$ cat src/logic/port_mux_defines.vh
// constants for the port b / port c alternate-function override block
`ifndef PORT_MUX_DEFINES_VH
`define PORT_MUX_DEFINES_VH

`define NUM_PB_PINS 8
`define NUM_PC_PINS 7
`define NUM_PINS 15
`define PC_BASE 8

`define PB_CAPTURE 0
`define PB_CMP_A1 1
`define PB_SEL 2
`define PB_MOSI 3
`define PB_MISO 4
`define PB_SCK 5
`define PB_OSC_IN 6
`define PB_OSC_OUT 7
`define PC_SDA 12
`define PC_SCL 13
`define PC_RST 14

`define CLK_PERIOD_PS 25000
`define SPIKE_NS 50
`define SPIKE_CYCLES ((`SPIKE_NS * 1000 + `CLK_PERIOD_PS - 1) / `CLK_PERIOD_PS)
`define SPIKE_CNT_W 3

`define RST_PIN_VEC 15'h0000
`define RST_LEVEL 1'b0
`define RST_FILT_LEVEL 1'b1

`endif

$ cat src/logic/pin_sync.v
// three-stage pin synchroniser, a change counts once stages two and three agree
`timescale 1ns/1ps
`include "port_mux_defines.vh"

module pin_sync (
  input wire clock,
  input wire sys_rst,
  input wire [`NUM_PINS-1:0] pin_in,
  output wire [`NUM_PINS-1:0] pin_sync_out
);

  reg [`NUM_PINS-1:0] stage1_r;
  reg [`NUM_PINS-1:0] stage2_r;
  reg [`NUM_PINS-1:0] stage3_r;
  reg [`NUM_PINS-1:0] level_r;

  genvar i;
  generate
    for (i = 0; i < `NUM_PINS; i = i + 1)
    begin : g_bit
      always @(posedge clock)
      begin
        if (sys_rst)
        begin
          stage1_r[i] <= `RST_LEVEL;
          stage2_r[i] <= `RST_LEVEL;
          stage3_r[i] <= `RST_LEVEL;
          level_r[i] <= `RST_LEVEL;
        end
        else
        begin
          stage1_r[i] <= pin_in[i];
          stage2_r[i] <= stage1_r[i];
          stage3_r[i] <= stage2_r[i];
          // stage one stays out of this compare on purpose
          if (stage2_r[i] == stage3_r[i])
            level_r[i] <= stage3_r[i];
        end
      end
    end
  endgenerate

  assign pin_sync_out = level_r;

endmodule // pin_sync

$ cat src/logic/spike_filter.v
// spike filter for one two-wire line: a new level must hold for the spike time
`timescale 1ns/1ps
`include "port_mux_defines.vh"

module spike_filter (
  input wire clock,
  input wire sys_rst,
  input wire enable,
  input wire line_in,
  output wire line_out
);

  // full-width copy so the count is cut to the counter width on purpose
  localparam [31:0] hold_full = `SPIKE_CYCLES;
  localparam [`SPIKE_CNT_W-1:0] hold_cycles = hold_full[`SPIKE_CNT_W-1:0];

  reg [`SPIKE_CNT_W-1:0] cnt_r;
  reg level_r;

  always @(posedge clock)
  begin
    if (sys_rst || !enable)
    begin
      cnt_r <= {`SPIKE_CNT_W{1'b0}};
      level_r <= `RST_FILT_LEVEL;
    end
    else if (line_in == level_r)
      cnt_r <= {`SPIKE_CNT_W{1'b0}};
    else if (cnt_r + 1'b1 >= hold_cycles)
    begin
      level_r <= line_in;
      cnt_r <= {`SPIKE_CNT_W{1'b0}};
    end
    else
      cnt_r <= cnt_r + 1'b1;
  end

  assign line_out = level_r;

endmodule // spike_filter

$ cat src/logic/port_b_c_alt_function_mux.v
// alternate-function override and pin resolution for port b and port c
`timescale 1ns/1ps
`include "port_mux_defines.vh"

// Contract
// RULE1: pull-up default 0,1,0 else override value
// RULE2: driver follows direction bit unless overridden
// RULE3: driven level from override or output bit
// RULE4: slave spi forces clock pin to input
// RULE5: master spi forces data-in pin to input
// RULE6: slave spi forces data-out pin to input
// RULE7: slave spi forces select pin to input
// RULE8: external master drives select low to activate
// RULE9: forced input keeps output-bit pull-up, gated
// RULE10: spi data pins swap roles by mode
// RULE11: bit3 value override spi master or timer2
// RULE12: compare outputs need direction bit set
// RULE13: bit0 feeds timer1 input capture
// RULE14: clock fuse drives divided clock on bit0
// RULE15: divided clock continues during reset
// RULE16: bit7 oscillator overrides and pin-change input
// RULE17: bit6 oscillator overrides and pin-change input
// RULE18: each pin feeds its pin-change source
// RULE19: reset fuse makes port c bit6 io
// RULE20: reset pin reads direction, output, input zero
// RULE21: two-wire clock open-drain on port c bit5
// RULE22: two-wire data open-drain on port c bit4
// RULE23: two-wire inputs pass spike filter
// RULE24: overrides recomputed every cycle from enables
module port_b_c_alt_function_mux (
  input wire clock,
  input wire sys_rst,
  input wire [7:0] portb_dir,
  input wire [7:0] portb_out,
  input wire [6:0] portc_dir,
  input wire [6:0] portc_out,
  input wire global_pullup_disable,
  input wire sleep_mode,
  input wire spi_enable_bit,
  input wire spi_master_select,
  input wire spi_sck_out,
  input wire spi_master_data_out,
  input wire spi_slave_data_out,
  input wire timer2_compare_a_en,
  input wire timer2_compare_a_out,
  input wire timer1_compare_a_en,
  input wire timer1_compare_a_out,
  input wire timer1_compare_b_en,
  input wire timer1_compare_b_out,
  input wire clock_output_fuse,
  input wire divided_clock_out,
  input wire internal_rc_selected,
  input wire external_clock_selected,
  input wire async_timer_enable,
  input wire [14:0] pin_change_source,
  input wire pin_change_group0_enable,
  input wire pin_change_group1_enable,
  input wire reset_pin_disable_fuse,
  input wire two_wire_enable,
  input wire two_wire_scl_pull_low,
  input wire two_wire_sda_pull_low,
  input wire [7:0] portb_pin_in,
  input wire [6:0] portc_pin_in,
  output reg [7:0] portb_pin_out,
  output reg [7:0] portb_pin_oe,
  output reg [7:0] portb_pullup_en,
  output reg [6:0] portc_pin_out,
  output reg [6:0] portc_pin_oe,
  output reg [6:0] portc_pullup_en,
  output reg [7:0] portb_in_read,
  output reg [7:0] portb_dir_read,
  output reg [7:0] portb_out_read,
  output reg [6:0] portc_in_read,
  output reg [6:0] portc_dir_read,
  output reg [6:0] portc_out_read,
  output reg [14:0] pin_change_in,
  output reg timer1_capture_in,
  output reg spi_master_data_in,
  output reg spi_slave_data_in,
  output reg spi_sck_in,
  output reg spi_select_n_in,
  output reg two_wire_scl_in,
  output reg two_wire_sda_in,
  output reg two_wire_slew_limit_en
);

  wire [14:0] dir_bits = {portc_dir, portb_dir};
  wire [14:0] out_bits = {portc_out, portb_out};
  wire [14:0] pin_raw = {portc_pin_in, portb_pin_in};
  wire [14:0] pin_level;
  wire scl_filtered;
  wire sda_filtered;

  reg [14:0] pullup_override_en;
  reg [14:0] pullup_override_val;
  reg [14:0] dir_override_en;
  reg [14:0] dir_override_val;
  reg [14:0] value_override_en;
  reg [14:0] value_override_val;
  reg [14:0] din_enable_override_en;
  reg [14:0] din_enable_override_val;
  reg [14:0] pin_group_en;
  reg [14:0] io_hidden;

  reg [14:0] pullup_nxt;
  reg [14:0] oe_nxt;
  reg [14:0] drive_nxt;
  reg [14:0] din_nxt;

  wire spi_master = spi_enable_bit & spi_master_select;
  wire spi_slave = spi_enable_bit & ~spi_master_select;
  wire osc_pin7 = (internal_rc_selected & external_clock_selected) | async_timer_enable;
  wire osc_pin6 = internal_rc_selected | async_timer_enable;
  // fuse unprogrammed leaves the pin to the reset circuit
  wire reset_pin_mode = ~reset_pin_disable_fuse;

  pin_sync u_pin_sync (
    .clock(clock),
    .sys_rst(sys_rst),
    .pin_in(pin_raw),
    .pin_sync_out(pin_level)
  );

  // RULE23: spike filter scl
  spike_filter u_scl_filter (
    .clock(clock),
    .sys_rst(sys_rst),
    .enable(two_wire_enable),
    .line_in(pin_level[`PC_SCL]),
    .line_out(scl_filtered)
  );

  // RULE23: spike filter sda
  spike_filter u_sda_filter (
    .clock(clock),
    .sys_rst(sys_rst),
    .enable(two_wire_enable),
    .line_in(pin_level[`PC_SDA]),
    .line_out(sda_filtered)
  );

  // RULE24: overrides purely combinational
  always @*
  begin
    pullup_override_en = 15'h0000;
    pullup_override_val = 15'h0000;
    dir_override_en = 15'h0000;
    dir_override_val = 15'h0000;
    value_override_en = 15'h0000;
    value_override_val = 15'h0000;
    din_enable_override_en = 15'h0000;
    din_enable_override_val = 15'h0000;
    io_hidden = 15'h0000;
    pin_group_en = {{7{pin_change_group1_enable}}, {8{pin_change_group0_enable}}};

    // RULE18: pin-change forces digital input
    din_enable_override_en = pin_change_source & pin_group_en;
    din_enable_override_val = pin_change_source & pin_group_en;

    // RULE16: oscillator pin seven
    if (osc_pin7)
    begin
      pullup_override_en[`PB_OSC_OUT] = 1'b1;
      dir_override_en[`PB_OSC_OUT] = 1'b1;
      din_enable_override_en[`PB_OSC_OUT] = 1'b1;
      din_enable_override_val[`PB_OSC_OUT] = (internal_rc_selected | external_clock_selected) & async_timer_enable;
      io_hidden[`PB_OSC_OUT] = 1'b1;
    end

    // RULE17: oscillator pin six
    if (osc_pin6)
    begin
      pullup_override_en[`PB_OSC_IN] = 1'b1;
      dir_override_en[`PB_OSC_IN] = 1'b1;
      din_enable_override_en[`PB_OSC_IN] = 1'b1;
      din_enable_override_val[`PB_OSC_IN] = internal_rc_selected & async_timer_enable;
      io_hidden[`PB_OSC_IN] = 1'b1;
    end

    // RULE4: clock pin input as slave
    dir_override_en[`PB_SCK] = spi_slave;
    value_override_en[`PB_SCK] = spi_master;
    value_override_val[`PB_SCK] = spi_sck_out;

    // RULE5: data-in pin input as master
    dir_override_en[`PB_MISO] = spi_master;
    // RULE10: slave output on this pin
    value_override_en[`PB_MISO] = spi_slave;
    value_override_val[`PB_MISO] = spi_slave_data_out;

    // RULE6: data-out pin input as slave
    dir_override_en[`PB_MOSI] = spi_slave;
    // RULE11: master output or timer2 compare
    value_override_en[`PB_MOSI] = spi_master | timer2_compare_a_en;
    value_override_val[`PB_MOSI] = (spi_master & spi_master_data_out) | timer2_compare_a_out;

    // RULE7: select pin input as slave
    dir_override_en[`PB_SEL] = spi_slave;
    // RULE12: compare outputs leave direction alone
    value_override_en[`PB_SEL] = timer1_compare_b_en;
    value_override_val[`PB_SEL] = timer1_compare_b_out;
    value_override_en[`PB_CMP_A1] = timer1_compare_a_en;
    value_override_val[`PB_CMP_A1] = timer1_compare_a_out;

    // RULE9: forced input keeps gated pull-up
    if (spi_slave)
    begin
      pullup_override_en[`PB_SCK] = 1'b1;
      pullup_override_val[`PB_SCK] = portb_out[`PB_SCK] & ~global_pullup_disable;
      pullup_override_en[`PB_MOSI] = 1'b1;
      pullup_override_val[`PB_MOSI] = portb_out[`PB_MOSI] & ~global_pullup_disable;
      pullup_override_en[`PB_SEL] = 1'b1;
      pullup_override_val[`PB_SEL] = portb_out[`PB_SEL] & ~global_pullup_disable;
    end
    if (spi_master)
    begin
      pullup_override_en[`PB_MISO] = 1'b1;
      pullup_override_val[`PB_MISO] = portb_out[`PB_MISO] & ~global_pullup_disable;
    end

    // RULE14: clock fuse owns bit zero
    if (clock_output_fuse)
    begin
      dir_override_en[`PB_CAPTURE] = 1'b1;
      dir_override_val[`PB_CAPTURE] = 1'b1;
      value_override_en[`PB_CAPTURE] = 1'b1;
      value_override_val[`PB_CAPTURE] = divided_clock_out;
    end

    // RULE19: reset pin unusable as io
    if (reset_pin_mode)
    begin
      pullup_override_en[`PC_RST] = 1'b1;
      pullup_override_val[`PC_RST] = 1'b1;
      dir_override_en[`PC_RST] = 1'b1;
      din_enable_override_en[`PC_RST] = 1'b1;
      din_enable_override_val[`PC_RST] = 1'b0;
      io_hidden[`PC_RST] = 1'b1;
    end

    // RULE21: scl open-drain, low only
    // RULE22: sda open-drain, low only
    if (two_wire_enable)
    begin
      pullup_override_en[`PC_SCL] = 1'b1;
      pullup_override_val[`PC_SCL] = portc_out[`PC_SCL - `PC_BASE] & ~global_pullup_disable;
      dir_override_en[`PC_SCL] = 1'b1;
      dir_override_val[`PC_SCL] = two_wire_scl_pull_low;
      value_override_en[`PC_SCL] = 1'b1;
      pullup_override_en[`PC_SDA] = 1'b1;
      pullup_override_val[`PC_SDA] = portc_out[`PC_SDA - `PC_BASE] & ~global_pullup_disable;
      dir_override_en[`PC_SDA] = 1'b1;
      dir_override_val[`PC_SDA] = two_wire_sda_pull_low;
      value_override_en[`PC_SDA] = 1'b1;
    end
  end

  // generic resolution, the same for every pin
  genvar i;
  generate
    for (i = 0; i < `NUM_PINS; i = i + 1)
    begin : g_pin
      always @*
      begin
        // RULE1: default pull-up pattern
        if (pullup_override_en[i])
          pullup_nxt[i] = pullup_override_val[i];
        else
          pullup_nxt[i] = ~dir_bits[i] & out_bits[i] & ~global_pullup_disable;
        // RULE2: direction override
        if (dir_override_en[i])
          oe_nxt[i] = dir_override_val[i];
        else
          oe_nxt[i] = dir_bits[i];
        // RULE3: driven level select
        if (value_override_en[i])
          drive_nxt[i] = value_override_val[i];
        else
          drive_nxt[i] = out_bits[i];
        // digital input off in sleep unless overridden
        if (din_enable_override_en[i])
          din_nxt[i] = din_enable_override_val[i] & pin_level[i];
        else
          din_nxt[i] = ~sleep_mode & pin_level[i];
      end
    end
  endgenerate

  always @(posedge clock)
  begin
    if (sys_rst)
    begin
      // pins float in reset except the clock output
      // RULE15: clock out kept through reset
      portb_pin_oe <= {7'h00, clock_output_fuse};
      portb_pin_out <= {7'h00, clock_output_fuse & divided_clock_out};
      portb_pullup_en <= 8'h00;
      portc_pin_out <= 7'h00;
      portc_pin_oe <= 7'h00;
      portc_pullup_en <= 7'h00;
      portb_in_read <= 8'h00;
      portb_dir_read <= 8'h00;
      portb_out_read <= 8'h00;
      portc_in_read <= 7'h00;
      portc_dir_read <= 7'h00;
      portc_out_read <= 7'h00;
      pin_change_in <= `RST_PIN_VEC;
      timer1_capture_in <= 1'b0;
      spi_master_data_in <= 1'b0;
      spi_slave_data_in <= 1'b0;
      spi_sck_in <= 1'b0;
      spi_select_n_in <= 1'b1;
      two_wire_scl_in <= 1'b1;
      two_wire_sda_in <= 1'b1;
      two_wire_slew_limit_en <= 1'b0;
    end
    else
    begin
      portb_pin_oe <= oe_nxt[7:0];
      portb_pin_out <= drive_nxt[7:0];
      portb_pullup_en <= pullup_nxt[7:0];
      portc_pin_oe <= oe_nxt[14:8];
      portc_pin_out <= drive_nxt[14:8];
      portc_pullup_en <= pullup_nxt[14:8];
      // RULE20: hidden pins read zero
      portb_in_read <= din_nxt[7:0] & ~io_hidden[7:0];
      portb_dir_read <= portb_dir & ~io_hidden[7:0];
      portb_out_read <= portb_out & ~io_hidden[7:0];
      portc_in_read <= din_nxt[14:8] & ~io_hidden[14:8];
      portc_dir_read <= portc_dir & ~io_hidden[14:8];
      portc_out_read <= portc_out & ~io_hidden[14:8];
      // RULE18: pin levels to pin-change sources
      pin_change_in <= din_nxt;
      // RULE13: capture input from bit zero
      timer1_capture_in <= din_nxt[`PB_CAPTURE];
      // RULE10: spi inputs by mode
      spi_master_data_in <= spi_master & din_nxt[`PB_MISO];
      spi_slave_data_in <= spi_slave & din_nxt[`PB_MOSI];
      spi_sck_in <= din_nxt[`PB_SCK];
      // RULE8: select low activates slave
      spi_select_n_in <= ~spi_slave | din_nxt[`PB_SEL];
      // RULE23: filtered lines to the interface
      two_wire_scl_in <= scl_filtered;
      two_wire_sda_in <= sda_filtered;
      two_wire_slew_limit_en <= two_wire_enable;
    end
  end

endmodule // port_b_c_alt_function_mux

$ cat config.mk
export PLATFORM = sky130hd
export DESIGN_NAME = port_b_c_alt_function_mux
export DESIGN_NICKNAME = d
export VERILOG_FILES = /design/src/logic/pin_sync.v /design/src/logic/spike_filter.v /design/src/logic/port_b_c_alt_function_mux.v
export VERILOG_INCLUDE_DIRS = /design/src /design/src/logic
export SDC_FILE = /design/constraint.sdc
export NUM_CORES = 1
export LEC_CHECK = 0
export BUFFER_PORTS_ARGS = -buffer_cell sky130_fd_sc_hd__buf_2
export CORE_MARGIN = 5
export CORE_UTILIZATION = 51
export DETAILED_ROUTE_END_ITERATION = 8
export GPL_TIMING_DRIVEN = 0
export PLACE_DENSITY = 0.84
export SYNTH_ARGS = -nofsm -noshare
export SYNTH_HDL_FRONTEND = slang
export SYNTH_SLANG_ARGS = --single-unit
$ cat constraint.sdc
create_clock -name clock -period 2.91 [get_ports clock]
set_input_delay 0.291 -clock clock [delete_from_list [all_inputs] [get_ports clock]]
set_output_delay 0.291 -clock clock [all_outputs]
set_load 0.02 [all_outputs]
==> results of run 1 <==
[final cells by class]
type	instances	area, sq um
clock buffer	17	414
fill	651	2340
sequential	158	3160
tap	129	161
inverter	8	30.0
multi-input combinational	261	1480
timing repair buffer	233	1350
clock inverter	15	130
buffer	39	259
[logic make-up after synthesis]
logic type	synth area share [%]
flops	64.2
simple gates	20.2
buf+inv	5.87
compound gates	6.63
mux	1.22
fa+ha+maj	1.02
other cells	0.0762
xor+xnor	0.711
[worst max-delay path by stage]
stage                             to             startpoint  depth (start not counted)  slack [ns]
5_1_grt             portb_pin_out[0]      clock_output_fuse                          6        1.05
4_1_cts             portb_pin_out[0]      clock_output_fuse                          6        1.16
3_5_place_dp        portc_in_read[0]                sys_rst                          6        1.53
6_report            portb_pin_out[0]      clock_output_fuse                          6        1.10
2_1_floorplan  u_scl_filter.cnt_r[0]  u_scl_filter.cnt_r[0]                          4        1.87
3_3_place_gp        portb_in_read[1]                sys_rst                          6        1.54
[Yosys cell counts, drive strengths merged, types with 2 or more instances]
library cell and number:
dfxtp 158, nor2b 74, nand2 51, a21oi 38
buf 36, nor2 16, o21ai 16, and2 12
inv 8, nor3b 7, mux2i 6, nor3 5
and3 4, ha 4, nand2b 4, xnor2 4
clkbuf 3, or2 3, a211oi 2, a21bo 2
nand3b 2, nor4 2
[layout by cell type (no fill, tap or decap), types with 2 or more instances in the layout]
cell type,instances
buf_4,24
dfxtp_1,158
nor3_1,4
and3_1,4
inv_8,3
and2_1,12
clkinv_2,2
nor2_1,16
clkinv_4,4
nor2b_1,74
clkbuf_16,16
a21oi_1,38
mux2i_1,6
nor4_1,2
ha_1,4
nand2b_1,3
inv_1,7
dlygate4sd3_1,36
nand2_1,51
nor3b_1,7
or2_2,3
xnor2_1,4
conb_1,4
buf_2,208
nand3b_1,2
inv_6,5
o21ai_0,16
clkbuf_1,2
a21bo_2,2
[state kept, by name, indices dropped and copies added, names as in the netlist, 8 cells and up]
register / flops
u_pin_sync.stage2_r: 15
u_pin_sync.stage1_r: 15
u_pin_sync.pin_sync_out: 15
u_pin_sync.stage3_r: 15
portb_out_read: 8
portb_dir_read: 8
portb_pullup_en: 8
portb_pin_out: 8
portb_in_read: 8
[metal layers]
metal / vias up / wire (um)
met1: 1894 / 4780
met4: 0 / 313
met2: 161 / 6950
met5: - / 0
met3: 29 / 1020
li1: 1978 / -
[where the power goes]
| part | total, mW | switching [mW] | internal, mW |
|---|---|---|---|
| sequential | 2.27 | 0.0265 | 2.24 |
| clock | 2.01 | 0.929 | 1.08 |
| combinational | 0.387 | 0.212 | 0.176 |
[per-stage QoR]
| step | hold slack, ns | cell area, sq um | worst slack, ns | power, mW |
|---|---|---|---|---|
| finish | 0.0139 | 6990 | 1.10 | 4.66 |
| global route | 0.00122 | 6990 | 1.05 | 4.84 |
| CTS | 0.00128 | 6990 | 1.16 | 4.69 |
| detailed placement | 0.424 | 6080 | 1.53 | 2.66 |
| global placement | 0.418 | 6080 | 1.54 | 2.65 |
| floorplan | 0.363 | 4930 | 1.87 | 2.50 |
==> impl_metrics.ini, run 1 <==
[run_status]
status = finished clean

[floorplan]
io_pins = 199
die-width_um = 108
rows = 35
die_y_um = 108
coreArea_sq_um = 9330
start_util_pct = 52.8
dieArea_sq_um = 11700

[setup_path]
worstReg2RegEnd = u_sda_filter.cnt_r[0]
path_delay_family = buffers and inverters
start_kind = primary input
max_stage_delay_ns = 0.55
cp.arrival_ns = 2.21
crit_top_cell = dlygate4sd3_1
endpoint_kind = flip-flop
crit_type = primary input to flip-flop
r2r_cells = 4
path_max_fanout = 3
r2r_start = u_sda_filter.cnt_r[0]
crit_chain = dlygate4sd3_1, buf_2, nand2_1, dlygate4sd3_1, o21ai_0, dlygate4sd3_1
worst_path_max_delay_cell = dlygate4sd3_1
path_buf_inv = 4
reg2reg_slack_ns = 1.66
cp.required_ns = 3.31

[drt]
dr.first_iter.drc_count = 151
wirelength_um = 13100
drtAntennaViolNets = 0
routedWlPerCell_um = 15.2
via_per_inst = 4.72
dr_total_vias = 4062
drt_pass1_iterations = 4
drc = 0

[clocking]
cts_tree = done
cts.sinks = 158
cts_buffers = 17
cts_resized = 0
cts.path.max_buffers = 2
cts_hold_buf = 36
post_cts_buffers = 0
cts-root-buf = clkbuf_8
cts.clk_slew.worst_paths_ns = 0.07
clk_latency_ns = 0.51
cts_max_level = 4

[yosys]
syn_avg_cell_area_sq_um = 10.6
syn_inst = 463
ys_seq_area_share_pct = 64.2
synthDistinctLibCells = 35
synth_seq_cells = 158
synth_top_area_share_pct = 64.2
synth_edf_count = 0
ys_warn_count = 0
yosysTopAreaCell = dfxtp_1
async_flop_share_pct = 0
synthTopCellsByArea = dfxtp_1, nor2b_1, nand2_1
ys.flop_type = dfxtp_1
netlist_area_sq_um = 4920

[finish]
final_cells = 860
n_antenna_cell = 0
fin_util_pct = 74.9
area_growth_pct = 41.9
nets = 808
final_layout_size_suffix_gt1_share_pct = 37.6

[sta]
fin_tns_setup_ns = 0
finalHoldViolCount = 0
maxSlewHeadroom_pct = 61.8
max_freq_ghz = 0.552
slew_violations = 0
min_period_ns = 1.81
period_share_pct = 62.2
skew_ns = 0.00502
finalSetupViolCount = 0
worst_pin_slew_ns = 0.573
rsz0062_at_grt = false

[power]
power.leakage_nw = 3.38
vdd_ir_drop_max_uv = 425
power_density_nw_per_um2 = 667

[grt]
grt_usage_pct = 22.6
use_met3_pct = 6.21
grt_max_degree = 17
antenna_found_initial = 0
first_global_vias = 4008
grtUsageMet2_pct = 43.1
grt_overflow = 0
grtUsageMet1_pct = 23.3
top_usage_layer = met2
grt_pass1_wl_um = 20100

[min_path]
worstHoldStart = portb_out[1]
hold_path_end = portb_out_read[1]
worstHoldPathType = primary input to flip-flop
hold_depth = 2

[placed_design]
placedCellCount = 792
gp_congestion = 0.800
post-dp-hpwl_um = 9370
numPortBuffers = 197

[run]
drv_cap = 0
(Power assumes the default switching activity.)
==> inputs of run 2 (changes only) <==
- ABC_AREA: unset -> 1
- CORE_UTILIZATION: 51 -> 43
- PLACE_DENSITY: 0.84 -> 0.75
- clock period: 2.91 -> 1.5 ns (I/O delays scaled with it)
==> impl_metrics.ini, run 2 <==
[grt]
grt_max_degree = 17
grt_pass1_wl_um = 22300
first_global_vias = 4397
grt_overflow = 0
grt_usage_pct = 20.3
antenna_found_initial = 0

[finish]
area_growth_pct = 47.6
n_antenna_cell = 0
layout.cells.most_common = buf_2
mostFrequentLayoutCells = buf_2, dfxtp_1, inv_1
nets = 935
multi_input_area_sq_um = 1260
fin_util_pct = 65.2
final_layout_size_suffix_gt1_share_pct = 33.6
final_cells = 1001
regArea_sq_um = 3160
n_fill_cell = 876

[yosys]
yosysMostFrequentCell = dfxtp_1
netlist_area_sq_um = 5090
synth_top_area_share_pct = 62.2
async_flop_share_pct = 0
ys_warn_count = 0
yosysTopAreaCell = dfxtp_1
ys_seq_area_share_pct = 62.2
synth_edf_count = 0
synth_common_cells = dfxtp_1, inv_1, nor2_1, nand2_1, a21oi_1
syn_avg_cell_area_sq_um = 9.07
ys.flop_type = dfxtp_1
syn_inst = 561
synth_seq_cells = 158
synthTopCellsByArea = dfxtp_1, inv_1, nor2_1
synthDistinctLibCells = 24

[clocking]
cts.sinks = 158
cts.clk_slew.worst_paths_ns = 0.06
cts_buffers = 17
cts_max_level = 4
cts.path.max_buffers = 2
cts-root-buf = clkbuf_16
clk_latency_ns = 0.41
cts_tree = done

[sta]
finalHoldViolCount = 0
setup_slack_ns = 0.116
finalSetupViolCount = 0
min_period_ns = 1.38
skew_ns = 0.00780
fin_tns_setup_ns = 0
rsz0062_at_grt = false
maxSlewHeadroom_pct = 55.1
slew_violations = 0
max_freq_ghz = 0.722
period_share_pct = 92.3
worst_pin_slew_ns = 0.674

[floorplan]
start_util_pct = 44.2
die_y_um = 119
coreArea_sq_um = 11500
die-width_um = 119
rows = 39
io_pins = 199
dieArea_sq_um = 14100

[drt]
drt_pass1_iterations = 5
drc = 0
top_layer_used = met4
dr.first_iter.drc_count = 293
met3_length_um = 1100
routedWlPerCell_um = 13.9
via_per_inst = 4.45
wl_met2_um = 7200
dr_total_vias = 4452
met1_length_um = 5260
drtAntennaViolNets = 0
wirelength_um = 14000

[setup_path]
cp.required_ns = 1.80
cp.arrival_ns = 1.69
crit_type = primary input to flip-flop
endpoint_kind = flip-flop
start_kind = primary input
path_max_fanout = 3

[run]
drv_cap = 0

[placed_design]
placedCellCount = 904
gp_congestion = 0.829
post-dp-hpwl_um = 9370
place_ws_ns = 0.326
numPortBuffers = 197

[power]
power.leakage_nw = 3.82
power_density_nw_per_um2 = 1270
vdd_ir_drop_max_uv = 768

[run_status]
status = finished clean

[min_path]
worstHoldPathType = primary input to flip-flop
[run 2: changes by cell type in the layout (fill, tap and decap cells not counted), sizes merged, moves of 11 or more]
cell | previous run | this run
and2 | 12 | 0
dlygate4sd3 | 36 | 65
inv | 16 | 113
nand3 | 1 | 12
nor2 | 16 | 100
nor2b | 74 | 0
nor3 | 5 | 23
[run 2: final timing paths]
path / start / endpoint / slack (ns) / depth (start not counted)
worst max-delay path: portb_out[1] / portb_pin_out[1] / 0.12 / 7
worst min register to register: u_pin_sync.stage1_r[14] / u_pin_sync.stage2_r[14] / 0.40 / 2
worst max register to register: u_sda_filter.cnt_r[1] / u_sda_filter.line_out / 0.33 / 7
worst min-delay path: pin_change_source[9] / portc_in_read[1] / 0.02 / 3
[run 2: kinds of logic after synthesis]
kind of cell    count (synthesis)  synth area share (%)
simple gates                  192                  17.1
flops                         158                  62.2
buf+inv                       147                  13.3
compound gates                 58                  6.15
fa+ha+maj                       4                 0.984
xor+xnor                        1                 0.172
other cells                     1                0.0737
[run 2: area by class of cell]
cell class | instances | area share [%]
sequential | 158 | 42.1
timing repair buffer | 262 | 21.8
multi-input combinational | 259 | 16.7
clock buffer | 18 | 5.85
inverter | 107 | 5.35
buffer | 40 | 3.68
tap | 143 | 2.38
clock inverter | 14 | 2.10
[run 2: worst max-delay path, cell delays in order]
cell	delay, ns
dlygate4sd3_1	0.54
buf_2	0.12
inv_1	0.09
nor2_1	0.05
a21oi_1	0.12
dlygate4sd3_1	0.57
nor2_1	0.04
[run 2: timing repair]
item / 4_1_cts / 5_1_grt
gates resized for setup: 0 / 0
hold buffers: 65 / 0
endpoints found under the hold margin: 69 / 0
setup buffers: 0 / 0
[run 2: per-stage QoR]
step           power [mW]  cell area (sq um)  hold slack (ns)
2_1_floorplan        4.89               5100            0.221
3_3_place_gp         5.20               6260            0.329
3_5_place_dp         5.21               6260            0.333
4_1_cts              9.59               7510          0.00529
5_1_grt              9.89               7510           0.0156
6_report             9.54               7510           0.0170
[run 2: per-layer routing]
layer	GRT usage, %	vias up
met5	0	-
met4	8.83	0
met3	6.59	32
met2	36.4	181
met1	21.7	1983
li1	-	2256
[run 2: power by group]
group	internal, mW	switching [mW]	total (mW)
sequential	4.35	0.0497	4.40
clock	2.53	1.75	4.28
combinational	0.377	0.490	0.867
